**src/verilog/cie_pkg.sv**
```systemverilog
// Behaviour
// - jump loads target into program counter, two cycles, flags untouched
// - memory-to-accumulator copy leaves all flags unchanged
// - immediate copy loads literal into accumulator, flags unchanged
// - accumulator-to-memory copy writes addressed byte, flags unchanged
// - no-operation changes nothing and advances to next instruction
// - or forms accumulator or operand, result to acc or memory, zero only
// - subroutine exit pops program counter from stack, flags untouched
// - subroutine exit with literal also loads literal into accumulator
// - interrupt exit pops program counter and sets global interrupt enable
// - pending interrupt is serviced before main program resumes after interrupt exit
// - rotate left moves old bit 7 into bit 0, carry not involved
// - rotate left through carry: old carry into bit 0, bit 7 to carry
// - rotate right moves old bit 0 into bit 7
// - rotate right through carry: old carry into bit 7, bit 0 to carry
// - rotate to accumulator forms write acc and leave memory untouched
// - subtract borrow: acc minus memory minus inverted carry, sets overflow zero half carry carry
// - after subtract carry is 0 on negative, 1 on zero or positive
// - memory form of subtract borrow writes difference back to memory
// - decrement-skip stores byte minus 1, skips next when zero, flags untouched
// - taken decrement-skip takes two cycles with a dummy cycle
// - skips take two cycles when taken, one when not; pc writes take two
package cie_pkg;
  localparam int PC_W     = 11;
  localparam int ADDR_W   = 7;
  localparam int DATA_W   = 8;
  localparam int MEM_DEPTH = 128;
  localparam int STACK_DEPTH = 4;
  localparam int SP_W     = 2;
  localparam int FLAG_W   = 4;

  // ---------------------------------------------------------------
  // flag positions and reset values
  // ---------------------------------------------------------------
  localparam int FLAG_C   = 0;
  localparam int FLAG_HC  = 1;
  localparam int FLAG_Z   = 2;
  localparam int FLAG_OVF = 3;
  localparam logic [PC_W-1:0]   PC_RESET    = 11'h000;
  localparam logic [PC_W-1:0]   IRQ_VECTOR  = 11'h004;
  localparam logic [DATA_W-1:0] ACC_RESET   = 8'h00;
  localparam logic [FLAG_W-1:0] FLAGS_RESET = 4'h0;
  localparam logic              GIE_RESET   = 1'b0;
  localparam logic [PC_W-1:0]   PC_STEP     = 11'h001;
  localparam logic [PC_W-1:0]   PC_SKIP     = 11'h002;

  // ---------------------------------------------------------------
  // instruction and alu codes
  // ---------------------------------------------------------------
  typedef enum logic [4:0] {
    op_nop, op_jump_uncond, op_copy_mem_to_acc, op_copy_lit_to_acc, op_copy_acc_to_mem,
    op_or_mem, op_or_lit, op_or_into_memory, op_subroutine_exit, op_subroutine_exit_lit,
    op_interrupt_exit, op_rotate_left, op_rotate_left_to_acc, op_rotate_left_carry,
    op_rotate_left_carry_to_acc, op_rotate_right, op_rotate_right_to_acc,
    op_rotate_right_carry, op_rotate_right_carry_to_acc, op_subtract_borrow,
    op_subtract_borrow_to_memory, op_decrement_skip_zero
  } cie_op_t;

  typedef enum logic [2:0] {
    fn_or, fn_sub_borrow, fn_rol, fn_rol_c, fn_ror, fn_ror_c, fn_dec
  } cie_fn_t;
endpackage

```
**src/verilog/cie_alu_if.sv**
```systemverilog
`timescale 1ns/10ps
interface cie_alu_if;
  import cie_pkg::*;
  cie_fn_t           fn;
  logic [DATA_W-1:0] a;
  logic [DATA_W-1:0] m;
  logic              c_in;
  logic [DATA_W-1:0] res;
  logic              c_out;
  logic              hc_out;
  logic              z_out;
  logic              ovf_out;
  modport alu  (input fn, a, m, c_in, output res, c_out, hc_out, z_out, ovf_out);
  modport core (output fn, a, m, c_in, input res, c_out, hc_out, z_out, ovf_out);
endinterface

```
**src/verilog/cie_alu.sv**
```systemverilog
`timescale 1ns/10ps
module cie_alu
(
  cie_alu_if.alu bus
);
  import cie_pkg::*;

  logic [DATA_W:0] diff;
  logic [4:0]      nib;

  // ---------------------------------------------------------------
  // result and flag forming
  // ---------------------------------------------------------------
  always_comb
  begin
    // borrow in is the inverted carry
    diff = {1'b0, bus.a} - {1'b0, bus.m} - {8'h00, ~bus.c_in};
    nib  = {1'b0, bus.a[3:0]} - {1'b0, bus.m[3:0]} - {4'h0, ~bus.c_in};
    bus.res    = bus.a | bus.m;
    bus.c_out  = bus.c_in;
    bus.hc_out  = ~nib[4];
    bus.ovf_out = (bus.a[7] ^ bus.m[7]) & (bus.a[7] ^ diff[7]);
    unique case (bus.fn)
      fn_or:         bus.res = bus.a | bus.m;
      fn_sub_borrow:
      begin
        bus.res   = diff[DATA_W-1:0];
        bus.c_out = ~diff[DATA_W];
      end
      fn_rol:        bus.res = {bus.m[6:0], bus.m[7]};
      fn_rol_c:
      begin
        bus.res   = {bus.m[6:0], bus.c_in};
        bus.c_out = bus.m[7];
      end
      fn_ror:        bus.res = {bus.m[0], bus.m[7:1]};
      fn_ror_c:
      begin
        bus.res   = {bus.c_in, bus.m[7:1]};
        bus.c_out = bus.m[0];
      end
      fn_dec:        bus.res = bus.m - 8'h01;
    endcase
    bus.z_out = (bus.res == 8'h00);
  end
endmodule

```
**src/verilog/cie_core.sv**
```systemverilog
`timescale 1ns/10ps
module cie_core
(
  input  wire logic                       clock_i,
  input  wire logic                       rst_n_i,
  input  wire logic                       instr_valid_i,
  input  wire cie_pkg::cie_op_t           instr_op_i,
  input  wire logic [cie_pkg::ADDR_W-1:0] instr_addr_i,
  input  wire logic [cie_pkg::DATA_W-1:0] instr_lit_i,
  input  wire logic [cie_pkg::PC_W-1:0]   instr_target_i,
  input  wire logic                       irq_pending_i,
  input  wire logic [cie_pkg::ADDR_W-1:0] dbg_addr_i,
  output logic                            instr_ready_o,
  output logic [cie_pkg::PC_W-1:0]        pc_o,
  output logic [cie_pkg::DATA_W-1:0]      acc_o,
  output logic [cie_pkg::FLAG_W-1:0]      flags_o,
  output logic                            global_irq_enable_o,
  output logic                            irq_ack_o,
  output logic [cie_pkg::DATA_W-1:0]      dbg_data_o
);
  import cie_pkg::*;

  typedef enum logic [1:0] {st_run, st_wait, st_irq} cie_state_t;

  // ---------------------------------------------------------------
  // decode helpers
  // ---------------------------------------------------------------
  function automatic cie_fn_t op_to_fn(input cie_op_t op);
    cie_fn_t f;
    f = fn_or;
    unique case (op)
      op_rotate_left, op_rotate_left_to_acc:             f = fn_rol;
      op_rotate_left_carry, op_rotate_left_carry_to_acc: f = fn_rol_c;
      op_rotate_right, op_rotate_right_to_acc:           f = fn_ror;
      op_rotate_right_carry, op_rotate_right_carry_to_acc: f = fn_ror_c;
      op_subtract_borrow, op_subtract_borrow_to_memory:  f = fn_sub_borrow;
      op_decrement_skip_zero:                            f = fn_dec;
      default:                                           f = fn_or;
    endcase
    return f;
  endfunction

  function automatic logic is_pop(input cie_op_t op);
    return (op == op_subroutine_exit) || (op == op_subroutine_exit_lit) ||
           (op == op_interrupt_exit);
  endfunction

  // ---------------------------------------------------------------
  // state
  // ---------------------------------------------------------------
  cie_state_t        state_q;
  cie_state_t        state_d;
  logic              ready_q;
  logic              ready_d;
  logic [PC_W-1:0]   pc_q;
  logic [PC_W-1:0]   pc_d;
  logic [DATA_W-1:0] acc_q;
  logic [DATA_W-1:0] acc_d;
  logic [FLAG_W-1:0] flags_q;
  logic [FLAG_W-1:0] flags_d;
  logic              gie_q;
  logic              gie_d;
  logic              ack_q;
  logic              ack_d;
  logic [DATA_W-1:0] dbg_q;
  logic [PC_W-1:0]   stack_q [STACK_DEPTH];
  logic [SP_W-1:0]   sp_q;
  logic              push;
  logic              pop;
  logic [PC_W-1:0]   push_val;
  logic [PC_W-1:0]   stack_top;
  logic [DATA_W-1:0] mem_q [MEM_DEPTH];
  logic [DATA_W-1:0] mem_rd;
  logic              mem_we;
  logic [DATA_W-1:0] mem_wdata;
  logic              accept;
  logic              two_cyc;

  cie_alu_if alu_bus ();

  cie_alu u_alu
  (
    .bus (alu_bus.alu)
  );

  assign accept    = ready_q & instr_valid_i;
  assign mem_rd    = mem_q[instr_addr_i];
  assign stack_top = stack_q[sp_q - 2'd1];

  // ---------------------------------------------------------------
  // alu operand steering
  // ---------------------------------------------------------------
  always_comb
  begin
    alu_bus.fn   = op_to_fn(instr_op_i);
    alu_bus.a    = acc_q;
    alu_bus.c_in = flags_q[FLAG_C];
    // literal forms of or take the operand from the instruction
    if (instr_op_i == op_or_lit)
      alu_bus.m = instr_lit_i;
    else
      alu_bus.m = mem_rd;
  end

  // ---------------------------------------------------------------
  // execute
  // ---------------------------------------------------------------
  always_comb
  begin
    state_d   = state_q;
    pc_d      = pc_q;
    acc_d     = acc_q;
    flags_d   = flags_q;
    gie_d     = gie_q;
    ack_d     = 1'b0;
    mem_we    = 1'b0;
    mem_wdata = alu_bus.res;
    push      = 1'b0;
    pop       = 1'b0;
    push_val  = pc_q;
    two_cyc   = 1'b0;
    unique case (state_q)
      st_run:
      begin
        if (accept)
        begin
          pc_d = pc_q + PC_STEP;
          unique case (instr_op_i)
            op_nop:
            begin
            end
            op_jump_uncond:
            begin
              pc_d    = instr_target_i;
              two_cyc = 1'b1;
            end
            op_copy_mem_to_acc:  acc_d = mem_rd;
            op_copy_lit_to_acc:  acc_d = instr_lit_i;
            op_copy_acc_to_mem:
            begin
              mem_we    = 1'b1;
              mem_wdata = acc_q;
            end
            op_or_mem, op_or_lit:
            begin
              acc_d          = alu_bus.res;
              flags_d[FLAG_Z] = alu_bus.z_out;
            end
            op_or_into_memory:
            begin
              mem_we          = 1'b1;
              flags_d[FLAG_Z] = alu_bus.z_out;
            end
            op_subroutine_exit:
            begin
              pc_d    = stack_top;
              two_cyc = 1'b1;
            end
            op_subroutine_exit_lit:
            begin
              pc_d    = stack_top;
              acc_d   = instr_lit_i;
              two_cyc = 1'b1;
            end
            op_interrupt_exit:
            begin
              pc_d    = stack_top;
              gie_d   = 1'b1;
              two_cyc = 1'b1;
            end
            op_rotate_left, op_rotate_right:
              mem_we = 1'b1;
            op_rotate_left_to_acc, op_rotate_right_to_acc:
              acc_d = alu_bus.res;
            op_rotate_left_carry, op_rotate_right_carry:
            begin
              mem_we          = 1'b1;
              flags_d[FLAG_C] = alu_bus.c_out;
            end
            op_rotate_left_carry_to_acc, op_rotate_right_carry_to_acc:
            begin
              acc_d           = alu_bus.res;
              flags_d[FLAG_C] = alu_bus.c_out;
            end
            op_subtract_borrow, op_subtract_borrow_to_memory:
            begin
              if (instr_op_i == op_subtract_borrow_to_memory)
                mem_we = 1'b1;
              else
                acc_d = alu_bus.res;
              flags_d[FLAG_C]  = alu_bus.c_out;
              flags_d[FLAG_HC]  = alu_bus.hc_out;
              flags_d[FLAG_Z]   = alu_bus.z_out;
              flags_d[FLAG_OVF] = alu_bus.ovf_out;
            end
            op_decrement_skip_zero:
            begin
              mem_we = 1'b1;
              if (alu_bus.z_out)
              begin
                pc_d    = pc_q + PC_SKIP;
                two_cyc = 1'b1;
              end
            end
          endcase
          pop = is_pop(instr_op_i);
          // pc writes and taken skips insert one dummy cycle
          if (two_cyc)
            state_d = st_wait;
        end
      end
      st_wait:
        state_d = st_run;
      st_irq:
      begin
        // the held instruction was never taken, so pc_q is the return point
        push    = 1'b1;
        pc_d    = IRQ_VECTOR;
        gie_d   = 1'b0;
        ack_d   = 1'b1;
        state_d = st_wait;
      end
    endcase
    // interrupts are only taken at an instruction boundary
    if (state_d == st_run && gie_d && irq_pending_i)
      state_d = st_irq;
    ready_d = (state_d == st_run);
  end

  // ---------------------------------------------------------------
  // sequencing
  // ---------------------------------------------------------------
  always_ff @(posedge clock_i or negedge rst_n_i)
  begin
    if (!rst_n_i)
    begin
      state_q <= st_run;
      ready_q <= 1'b0;
    end
    else
    begin
      state_q <= state_d;
      ready_q <= ready_d;
    end
  end

  always_ff @(posedge clock_i or negedge rst_n_i)
  begin
    if (!rst_n_i)
      pc_q <= PC_RESET;
    else
      pc_q <= pc_d;
  end

  // ---------------------------------------------------------------
  // accumulator and flags
  // ---------------------------------------------------------------
  always_ff @(posedge clock_i or negedge rst_n_i)
  begin
    if (!rst_n_i)
      acc_q <= ACC_RESET;
    else
      acc_q <= acc_d;
  end

  always_ff @(posedge clock_i or negedge rst_n_i)
  begin
    if (!rst_n_i)
      flags_q <= FLAGS_RESET;
    else
      flags_q <= flags_d;
  end

  // ---------------------------------------------------------------
  // interrupt enable and entry
  // ---------------------------------------------------------------
  always_ff @(posedge clock_i or negedge rst_n_i)
  begin
    if (!rst_n_i)
    begin
      gie_q <= GIE_RESET;
      ack_q <= 1'b0;
    end
    else
    begin
      gie_q <= gie_d;
      ack_q <= ack_d;
    end
  end

  // ---------------------------------------------------------------
  // return stack
  // ---------------------------------------------------------------
  // no overflow detection: a fifth push silently overwrites the oldest
  always_ff @(posedge clock_i or negedge rst_n_i)
  begin
    if (!rst_n_i)
    begin
      sp_q <= '0;
      for (int i = 0; i < STACK_DEPTH; i++)
        stack_q[i] <= PC_RESET;
    end
    else if (push)
    begin
      stack_q[sp_q] <= push_val;
      sp_q          <= sp_q + 2'd1;
    end
    else if (pop)
      sp_q <= sp_q - 2'd1;
  end

  // ---------------------------------------------------------------
  // data memory
  // ---------------------------------------------------------------
  // no reset on the array so it can map to ram
  always_ff @(posedge clock_i)
  begin
    if (mem_we)
      mem_q[instr_addr_i] <= mem_wdata;
  end

  always_ff @(posedge clock_i or negedge rst_n_i)
  begin
    if (!rst_n_i)
      dbg_q <= 8'h00;
    else
      dbg_q <= mem_q[dbg_addr_i];
  end

  // ---------------------------------------------------------------
  // outputs
  // ---------------------------------------------------------------
  assign instr_ready_o       = ready_q;
  assign pc_o                = pc_q;
  assign acc_o               = acc_q;
  assign flags_o             = flags_q;
  assign global_irq_enable_o = gie_q;
  assign irq_ack_o           = ack_q;
  assign dbg_data_o          = dbg_q;
endmodule

```
**config.mk**
```make
export PLATFORM = sky130hd
export DESIGN_NAME = cie_core
export DESIGN_NICKNAME = d
export VERILOG_FILES = /design/src/verilog/cie_pkg.sv /design/src/verilog/cie_alu_if.sv /design/src/verilog/cie_alu.sv /design/src/verilog/cie_core.sv
export SDC_FILE = /design/constraint.sdc
export NUM_CORES = 1
export LEC_CHECK = 0
export ABC_CLOCK_PERIOD_IN_PS = 8300
export BUFFER_PORTS_ARGS = -buffer_cell sky130_fd_sc_hd__buf_4
export CORE_MARGIN = 5
export CORE_UTILIZATION = 40
export DETAILED_ROUTE_END_ITERATION = 6
export GPL_ROUTABILITY_DRIVEN = 0
export PLACE_DENSITY_LB_ADDON = 0.15
export SYNTH_ARGS = -nofsm -noshare
export SYNTH_HDL_FRONTEND = slang
export SYNTH_HIERARCHICAL = 1
export SYNTH_SLANG_ARGS = --single-unit
```
**constraint.sdc**
```tcl
create_clock -name clock_i -period 8.3 [get_ports clock_i]
set_input_delay 0 -clock clock_i [delete_from_list [all_inputs] [get_ports clock_i]]
set_output_delay 0 -clock clock_i [all_outputs]
set_load 0.02 [all_outputs]
```
Word level (Yosys, flattened, before mapping) --
Memories as Yosys holds them, arrays and structs flattened. A register that Yosys moved wholly into a read port is not among the register bits. Index checks and enable logic that the tools add are counted.
Storage, ports and cells: input bits 42, RAM bits 1024, logic and storage cells 137, output and inout port bits 34, bits in registers 74, memories kept 2, ROM bits 96
Operators by class: $add $sub $neg 9, reduce and logical (&&, ||, !) cells 28, equality and inequality tests 31, order comparisons 3, bitwise gates (word level) 10, mux-type cells 40
Memories:
- mem_q | depth 128, width 8, read ports 2, clocked after memory_dff 1, wr ports 1, line cie_core.sv:72 | logic [DATA_W-1:0] mem_q [MEM_DEPTH];
- (no name shown) | depth 32, width 3, read ports 1, clocked after memory_dff 0, wr ports 0, line cie_core.sv:31 | unique case (op)
Operator list (count):
- $pmux 8 s7 | 1
- $mux 11 | 5
- $bwmux 44 | 1
- $eq 5x4->1 const B | 8
- $mux 8 | 5
- $pmux 11 s3 | 1
- $pmux 8 s4 | 1
- $eq 5x5->1 const B | 6
- $bmux 11 s2 | 1
- $demux 11 s2 | 1
- $pmux 11 s2 | 1
- $eq 5x3->1 const B | 4
- $mux 1 | 13
- $reduce_or 6->1 | 2
- $add 11x1->11 const B | 1
- $add 11x2->11 const B | 1
- $eq 5x2->1 const B | 2
- $mux 2 | 5
- $eq 3x3->1 const B | 3
- $sub 8x8->9 | 1
- $sub 9x1->9 | 1
- $logic_not 8->1 | 1
- $or 8x8->8 | 1
- $reduce_and 4->1 | 2
- 35 further kinds | 53

Logic depth before layout (Yosys ltp) --
Gate-level depths: netlist of run 1.
depth after elaboration 18, depth in mapped cells 25, depth with buffers taken out 21

Hierarchy --
Netlist of run 1, hierarchy kept.
By module, submodules not included:
- cie_core | instances 1, cells each 3146, seq. area each 32801.5 µm², area each 52381.5 µm²
- cie_alu | instances 1, cells each 159, seq. area each 0.0 µm², area each 1179.9 µm²

Worst setup path after synthesis of run 1 --
Ideal clock, no wire load.
path kind in2reg, start in instr_addr_i[0] in the netlist's numbering, end reg pc_q[9], in the netlist pc_o[9], stages 23, path buffers 3, setup slack 3155 ps, arrival time 5024 ps, data required time 8179 ps, setup time 121 ps, cells stage by stage buf_6 -> or4_4 -> buf_6 -> buf_6 -> o22ai_1 -> nor2_1 -> a41oi_1 -> a2111oi_2 -> a21oi_1 -> inv_1 -> ha_1 -> ha_1 -> or3_1 -> o221a_1 -> xor2_1 -> a221oi_2 -> a21oi_2 -> nor4b_2 -> o21ai_0 -> or4_1 -> nand3_1 -> nand2_1 -> a22o_1
On the way: cells in the longest elaborated chain, start to end 10, elaborated cells on any way between the ends 12, classes of those cells add/sub: 3; mux: 6; bitwise: 1; reduce/logical: 1; memory: 1
Ends and longest elaborated chain:
- from (decl) | line cie_core.sv:8 | input wire logic [cie_pkg::ADDR_W-1:0] instr_addr_i,
- $mem_v2 128x8 (*)
- $mux 8 (*) | line cie_core.sv:99 | if (instr_op_i == op_or_lit)
- named net alu_bus.m[3] | line cie_alu_if.sv:6 | logic [DATA_W-1:0] m;
- $sub 8x8->9 | line cie_alu.sv:17 | diff = {1'b0, bus.a} - {1'b0, bus.m} - {8'h00, ~bus.c_in};
- $sub 9x1->9 | line cie_alu.sv:17
- $pmux 8 s7 (*) | line cie_alu.sv:23 | unique case (bus.fn)
- named net alu_bus.res[6] | line cie_alu_if.sv:8 | logic [DATA_W-1:0] res;
- $logic_not 8->1 (*) | line cie_alu.sv:44 | bus.z_out = (bus.res == 8'h00);
- named net alu_bus.z_out | line cie_alu_if.sv:11 | logic z_out;
- $mux 11 (*) | line cie_core.sv:199 | if (alu_bus.z_out)
- $pmux 11 s3 (*) | line cie_core.sv:128 | unique case (instr_op_i)
- $mux 11 (*) | line cie_core.sv:125 | if (accept)
- $pmux 11 s2 (*) | line cie_core.sv:122 | unique case (state_q)
- to (signal assigned) | line cie_core.sv:252 | pc_q <= pc_d;
- to (decl) | line cie_core.sv:55 | logic [PC_W-1:0] pc_q;
The timed path passes the listed nets; every way through them passes the cells marked *. The select of a mux whose other input is x is not followed. A chain may end at the register's enable or synchronous reset.

Worst setup path after layout of run 1 --
start in instr_addr_i[4] in the netlist's numbering, end reg state_q[1]
On the way: cells in the longest elaborated chain, start to end 17, elaborated cells on any way between the ends 19, classes of those cells add/sub: 3; mux: 10; bitwise: 1; reduce/logical: 4; memory: 1
Ends and longest elaborated chain:
- $mem_v2 128x8 (*)
- $mux 8 (*) | line cie_core.sv:99
- named net alu_bus.m[3] | line cie_alu_if.sv:6
- $sub 8x8->9 | line cie_alu.sv:17
- $sub 9x1->9 | line cie_alu.sv:17
- $pmux 8 s7 (*) | line cie_alu.sv:23
- named net alu_bus.res[7] | line cie_alu_if.sv:8
- $logic_not 8->1 (*) | line cie_alu.sv:44
- named net alu_bus.z_out | line cie_alu_if.sv:11
- (+3 left out)
- $mux 1 (*) | line cie_core.sv:122
- $mux 2 (*) | line cie_core.sv:208 | if (two_cyc)
- $mux 2 (*) | line cie_core.sv:125
- $pmux 2 s3 (*) | line cie_core.sv:122
- $logic_not 2->1 | line cie_core.sv:225 | if (state_d == st_run && gie_d && irq_pending_i)
- $logic_and 1x1->1 (2 in series) | line cie_core.sv:225
- $mux 2 (*) | line cie_core.sv:225
- named net state_d[1] | line cie_core.sv:52 | cie_state_t state_d;
- to (signal assigned) | line cie_core.sv:237 | state_q <= st_run;
- to (signal assigned) | line cie_core.sv:242 | state_q <= state_d;
- to (decl) | line cie_core.sv:51 | cie_state_t state_q;
Marks and branches as above.

==> flow_summary.ini, run 1 <==
[setup_path]
rr_worst_depth = 21
crit_required_ns = 8.98
path_max_fanout = 23
worstReg2RegEnd = state_q[1]$_DFF_PN0_
endpoint_kind = register
worstPathArrival_ns = 8.05
r2r_slack_ns = 1.28
startpoint_type = input pin
critPathKind = in2reg
timing.rr.start = mem_q[13][4]$_DFFE_PP_

[floorplan]
dieArea_um2 = 141000
initial_core_util_pct = 40.2
coreArea_um2 = 133000
die_h_um = 376
die_x_um = 376
row_count = 134
num_io_pins = 76

[drt]
drt_wl_total_um = 181000
firstDrtPassIters = 6
drt_iter0_drc = 4348
drtAntennaViolNets = 0
via_per_inst = 6.46
post_drt_wl_per_cell_um = 34.6
drc = 0
via_count = 33800

[placement]
dp_hpwl_um = 121000
portBuffers = 75
place_area_um2 = 55900
dp_cells = 4977

[power_and_ir_drop]
power.density_nw_per_um2 = 246
vdd.ir_drop.worst_v = 0.000174
leakage_uw = 0.0204

[timing]
clock_skew_ns = 0.0423
setup-tns-final_ns = 0
clock.fmax_ghz = 0.136
tightestPinTransition_ns = 1.48
rsz0062_at_grt = no
final_hold_viol_count = 0
post-route-period-util_pct = 88.7
setup_viol = 0
relSlewSlack_pct = 0.510
fin_crit_ns = 7.36
slew_viol_final = 0

[grt]
grt_overflow = 0
track_usage_pct = 25.0
grt_max_degree = 129
grt_pass1_vias = 33700
grt_pass1_wl_um = 255000
antenna_found_initial = 5

[clocking]
htreeDepth = 3
tritoncts = done
clk_pin_slew_ns = 0.06
clock-root-buffer = clkbuf_16
numCtsBuffers = 118
clock_sinks = 1106
clk_latency_ns = 0.76
cts_buffer_depth = 3

[status]
status = finished, violations left
violations = max-capacitance violations

[final_layout]
area_growth_pct = 12.4
final_cells = 5227
finalNetCount = 3438
final_area_um2 = 60200
drive_gt1_share_pct = 21.6
multi_input_area_um2 = 19400
ff_latch_area_um2 = 32800
n_fill_cell = 11500

[logic_synthesis]
synth-edff-count = 1024
synth_top_area_share_pct = 57.4
ys_ff_latch = 1106
synth_area_um2 = 53600
syn_nets = 3384
seq_area_frac_synth_pct = 61.2
synthTopCellsByCount = edfxtp_1, mux2i_1, mux4_2
synth-main-ff-cell = edfxtp_1
avgSynthCellArea_um2 = 16.2
synth_top_cell_by_area = edfxtp_1
synth_area_leaders = edfxtp_1, mux4_2, mux2i_1
async_flop_share_pct = 7.41
yosysWarnings = 6
synth.distinct_cells = 86
yosysMostFrequentCell = edfxtp_1
syn_inst = 3305

[hold_path]
hold_path_class = in2async

[run]
drv_cap = 1
metrics by stage:
stage / setup slack (ns) / util [%] / hold WS (ns) / total power, uW
floorplan: 3.16 / - / -0.296 / 8400
global placement: 0.853 / 42.0 / -0.131 / 9360
detailed placement: 0.838 / 42.0 / -0.121 / 9430
CTS: 1.22 / 45.2 / 0.0315 / 14800
global route: 0.816 / 45.2 / 0.123 / 15200
finish: 0.936 / 45.2 / 0.0366 / 14800
layout make-up:
class	count	area share (%)
tap	1768	3.68
multi-input combinational	1916	32.3
timing repair buffer	176	2.73
clock buffer	131	5.02
clock inverter	87	1.54
antenna	2	0.00832
sequential	1106	54.5
inverter	41	0.256
worst max-delay path: stages:
cell and delay [ns]:
buf_4 0.19, nand4bb_2 1.11, buf_4 0.62, o22ai_1 0.45, nor2_1 0.10, a41oi_1 0.83
a2111oi_2 0.15, a21oi_1 0.56, inv_1 0.17, ha_1 0.32, ha_1 0.27, or4_1 0.54
o22ai_2 0.23, nor2_1 0.11, a211oi_2 0.21, a22o_1 0.26, nor4b_2 0.07, buf_4 0.17
a221oi_2 0.55, nor2_1 0.10, or3_1 0.35, o21ai_0 0.08, dlygate4sd3_1 0.56
power breakdown:
| part | internal, uW | switching, uW |
|---|---|---|
| clock | 3120 | 2300 |
| sequential | 6780 | 124 |
| combinational | 756 | 1700 |
flip-flops by register name (all words and copies together) (netlist names):
name                 count
mem_q                 1024
stack_q                 44
pc_o                    11
acc_o                    8
dbg_data_o               8
flags_o                  4
sp_q                     2
state_q                  2
global_irq_enable_o      1
instr_ready_o            1
irq_ack_o                1
cell usage in the layout (no fill, tap or decap), types with 13 or more instances in the layout:
cell type,Yosys,final
nor4_1,29,29
clkinv_2,0,19
a21oi_1,37,37
nor2_1,249,249
mux2_2,37,29
xnor2_1,13,13
mux4_2,333,333
ha_1,35,35
edfxtp_1,1024,1024
nand3_1,18,16
inv_1,41,41
dfrtp_1,82,82
clkinv_1,0,27
o21ai_0,41,40
nor3_1,13,13
o22ai_1,287,287
dlygate4sd3_1,0,30
nand2_1,90,84
a41oi_1,17,17
clkbuf_16,0,119
bufinv_16,0,16
clkinvlp_4,0,15
a22oi_1,17,17
buf_12,0,18
buf_4,20,125
mux2i_1,510,510
repair_timing:
| action | CTS | global route |
|---|---|---|
| resized for setup | 0 | 0 |
| hold buffers | 30 | 0 |
| setup buffers | 0 | 0 |
| hold endpoints to repair | 111 | 0 |
worst max-delay path by stage:
stage | from | slack (ns) | to | cells after the start
after global routing | instr_addr_i[4] | 0.82 | state_q[1]$_DFF_PN0_ | 23
final | instr_addr_i[4] | 0.94 | state_q[1]$_DFF_PN0_ | 23
after floorplan | instr_addr_i[0] | 3.16 | pc_o[9]$_DFFE_PN0P_ | 23
after detailed placement | instr_addr_i[4] | 0.84 | pc_o[9]$_DFFE_PN0P_ | 24
after global placement | instr_addr_i[4] | 0.85 | pc_o[9]$_DFFE_PN0P_ | 24
after CTS | instr_addr_i[4] | 1.22 | state_q[1]$_DFF_PN0_ | 24
routing by layer:
| metal | vias to the layer above | global-route usage (%) | wire length (um) |
|---|---|---|---|
| met5 | - | 0.309 | 27 |
| met3 | 343 | 5.89 | 17400 |
| li1 | 13700 | - | - |
| met2 | 1932 | 38.6 | 82400 |
| met4 | 4 | 9.70 | 7570 |
| met1 | 17800 | 34.5 | 73200 |
logic make-up after synthesis:
logic type               count (synthesis)  share of synthesized area [%]
multiplexers                           881                           24.3
flip-flops                            1106                           61.2
buffers and inverters                  283                           2.66
XOR/XNOR                                18                          0.294
AO/OA/AOI/OAI                          496                           6.34
AND/OR/NAND/NOR                        484                           4.25
adder cells (fa/ha/maj)                 37                          0.892
Note: power is estimated with default switching activity, not from simulation.
==> inputs of run 2 (changes only) <==
CORE_ASPECT_RATIO = 1.1   (was default)
==> run 2 against run 1 <==
  * Cell count rose by 0.38%
  * Non-clock buffer count rose by 5
  * Design area fell by 0.29%
  * Global-route usage rose by 0.10 points
  * Largest cell class unchanged
  * Clock skew fell by 0.0088 ns
  * Hold slack improved by 0.035 ns
  * Total power fell by 1.9%
  * The run now ends clean
  * Combinational power barely moved
  * Worst setup slack improved by 0.20 ns
  * Highest routed layer unchanged
  * Sequential cell count did not move
==> flow_summary.ini, run 2 (synthesis gave the netlist of run 1 again) <==
[final_layout]
final_cell_mix = edfxtp_1, mux2i_1, mux4_2
top_register = mem_q
drive_gt1_share_pct = 21.0
final_cells = 5247
finalNetCount = 3445
area_growth_pct = 12.1
layout_commonest_cell = edfxtp_1
largest_reg_flops = 1024

[drt]
drt_iter0_drc = 4460
post_drt_wl_per_cell_um = 34.6
drc = 0
via_per_inst = 6.40
firstDrtPassIters = 6
via_count = 33600
drt_wl_total_um = 182000
drtAntennaViolNets = 0

[clocking]
clk_latency_ns = 0.76
clk_pin_slew_ns = 0.06
cts_setup_buffers = 0
clock-root-buffer = clkbuf_16
tritoncts = done
cts_buffer_depth = 3
numCtsBuffers = 120
clock_sinks = 1106
htreeDepth = 3

[status]
status = complete, no violations

[timing]
setup-tns-final_ns = 0
fin_crit_ns = 7.16
relSlewSlack_pct = 6.51
slew_viol_final = 0
setup_viol = 0
clock.fmax_ghz = 0.140
final_hold_viol_count = 0
tightestPinTransition_ns = 1.40
post-route-period-util_pct = 86.3
clock_skew_ns = 0.0334
rsz0062_at_grt = no

[placement]
portBuffers = 75
dp_cells = 4984
dp_hpwl_um = 121000

[power_and_ir_drop]
power.density_nw_per_um2 = 242
vdd.ir_drop.worst_v = 0.000173
leakage_uw = 0.0203

[run]
drv_cap = 0

[setup_path]
startpoint_type = register
critPathMaxStageDelay_ns = 0.86
path_max_fanout = 6
critPathKind = reg2reg
worstPathArrival_ns = 7.79
cp_cell_sequence = mux2i_1, o22ai_1, nor4_1, nand2_1, a2111oi_2, a21oi_1, inv_1, ha_1, ha_1, or3_1, o221a_1, xor2_1, a221oi_2, a21oi_2, nor4b_2, a221oi_2, nor2_1, nor3_1, a21oi_1, o21ai_0, dlygate4sd3_1
crit_required_ns = 8.93
endpoint_kind = register
critPathSlowestCell = nor4_1

[floorplan]
dieArea_um2 = 141000
num_io_pins = 76
initial_core_util_pct = 40.3
row_count = 140
coreArea_um2 = 133000
die_h_um = 394
die_x_um = 359

[grt]
grt_overflow = 0
grt_max_degree = 129
grt_pass1_vias = 33900
antenna_found_initial = 8
grt_pass1_wl_um = 258000
track_usage_pct = 25.1

[hold_path]
hold_path_class = in2reg
run 2: changes by cell type in the layout (fill, tap and decap cells not counted), sizes merged:
cell	previous run	this run
dlygate4sd3	30	34
bufinv	16	6
clkbuf	131	153
inv	45	44
diode	2	5
clkinv	52	59
buf	146	147
clkinvlp	15	2
run 2: power by group:
part	switching (uW)	leakage, uW	internal (uW)
sequential	138	0.0103	6780
combinational	1700	0.00824	769
clock	2270	0.00180	2850
total	4110	0.0203	10400
run 2: worst paths after layout:
kind | start | end | slack [ns] | cells past startpoint
min in group asynchronous | rst_n_i | stack_q[40]$_DFFE_PN0P_ | 0.33 | 4
worst max register to register | mem_q[23][4]$_DFFE_PP_ | state_q[1]$_DFF_PN0_ | 1.14 | 21
worst max-delay path | mem_q[23][4]$_DFFE_PP_ | state_q[1]$_DFF_PN0_ | 1.14 | 21
worst min register to register | stack_q[15]$_DFFE_PN0P_ | stack_q[15]$_DFFE_PN0P_ | 0.48 | 2
max in group asynchronous | rst_n_i | acc_o[1]$_DFFE_PN0P_ | 7.42 | 4
worst min-delay path | instr_addr_i[1] | acc_o[6]$_DFFE_PN0P_ | 0.07 | 5
run 2: worst max-delay path, delay by kind of cell (launching register included):
kind | cells | cell delay [ns]
AOI/OAI and AO/OA | 9 | 2.60
xor gates and xnor gates | 1 | 0.17
adders and majority gates | 2 | 0.49
buffers and inverters | 2 | 0.76
DFF | 1 | 0.39
muxes | 1 | 0.31
and+or+nand+nor | 6 | 2.29
run 2: metal layers:
metal | up-vias | GRT usage (%) | wire length [um]
met3 | 357 | 4.98 | 17500
met4 | 4 | 9.69 | 7780
li1 | 13700 | - | -
met2 | 1942 | 39.1 | 83600
met1 | 17500 | 35.0 | 72700
met5 | - | 0 | 23
run 2: what timing repair did:
item	in CTS	in global routing
hold buffers	35	0
setup endpoints to repair	0	0
resized for setup	0	0
hold endpoints to repair	111	0
run 2: cell type report:
type / instances / area, um2
inverters: 41 / 154
well taps: 1775 / 2220
repair buffers: 181 / 1700
fillers: 11600 / 72800
flip-flops and latches: 1106 / 32800
clock buffers: 153 / 3130
diodes: 5 / 12.5
multi-input cells: 1916 / 19400
clock inverters: 70 / 581
run 2: stage by stage:
step                instance area (um2)  utilization [%]  total power [uW]  worst slack (ns)  hold slack (ns)
floorplan                         53600                -              8400              3.16           -0.296
global placement                  55900             42.1              9390             0.942           0.0347
detailed placement                55900             42.1              9460             0.869           0.0542
CTS                               60000             45.2             14600              1.43         0.000630
global route                      60000             45.2             14900             0.884            0.102
finish                            60000             45.2             14500              1.14           0.0712
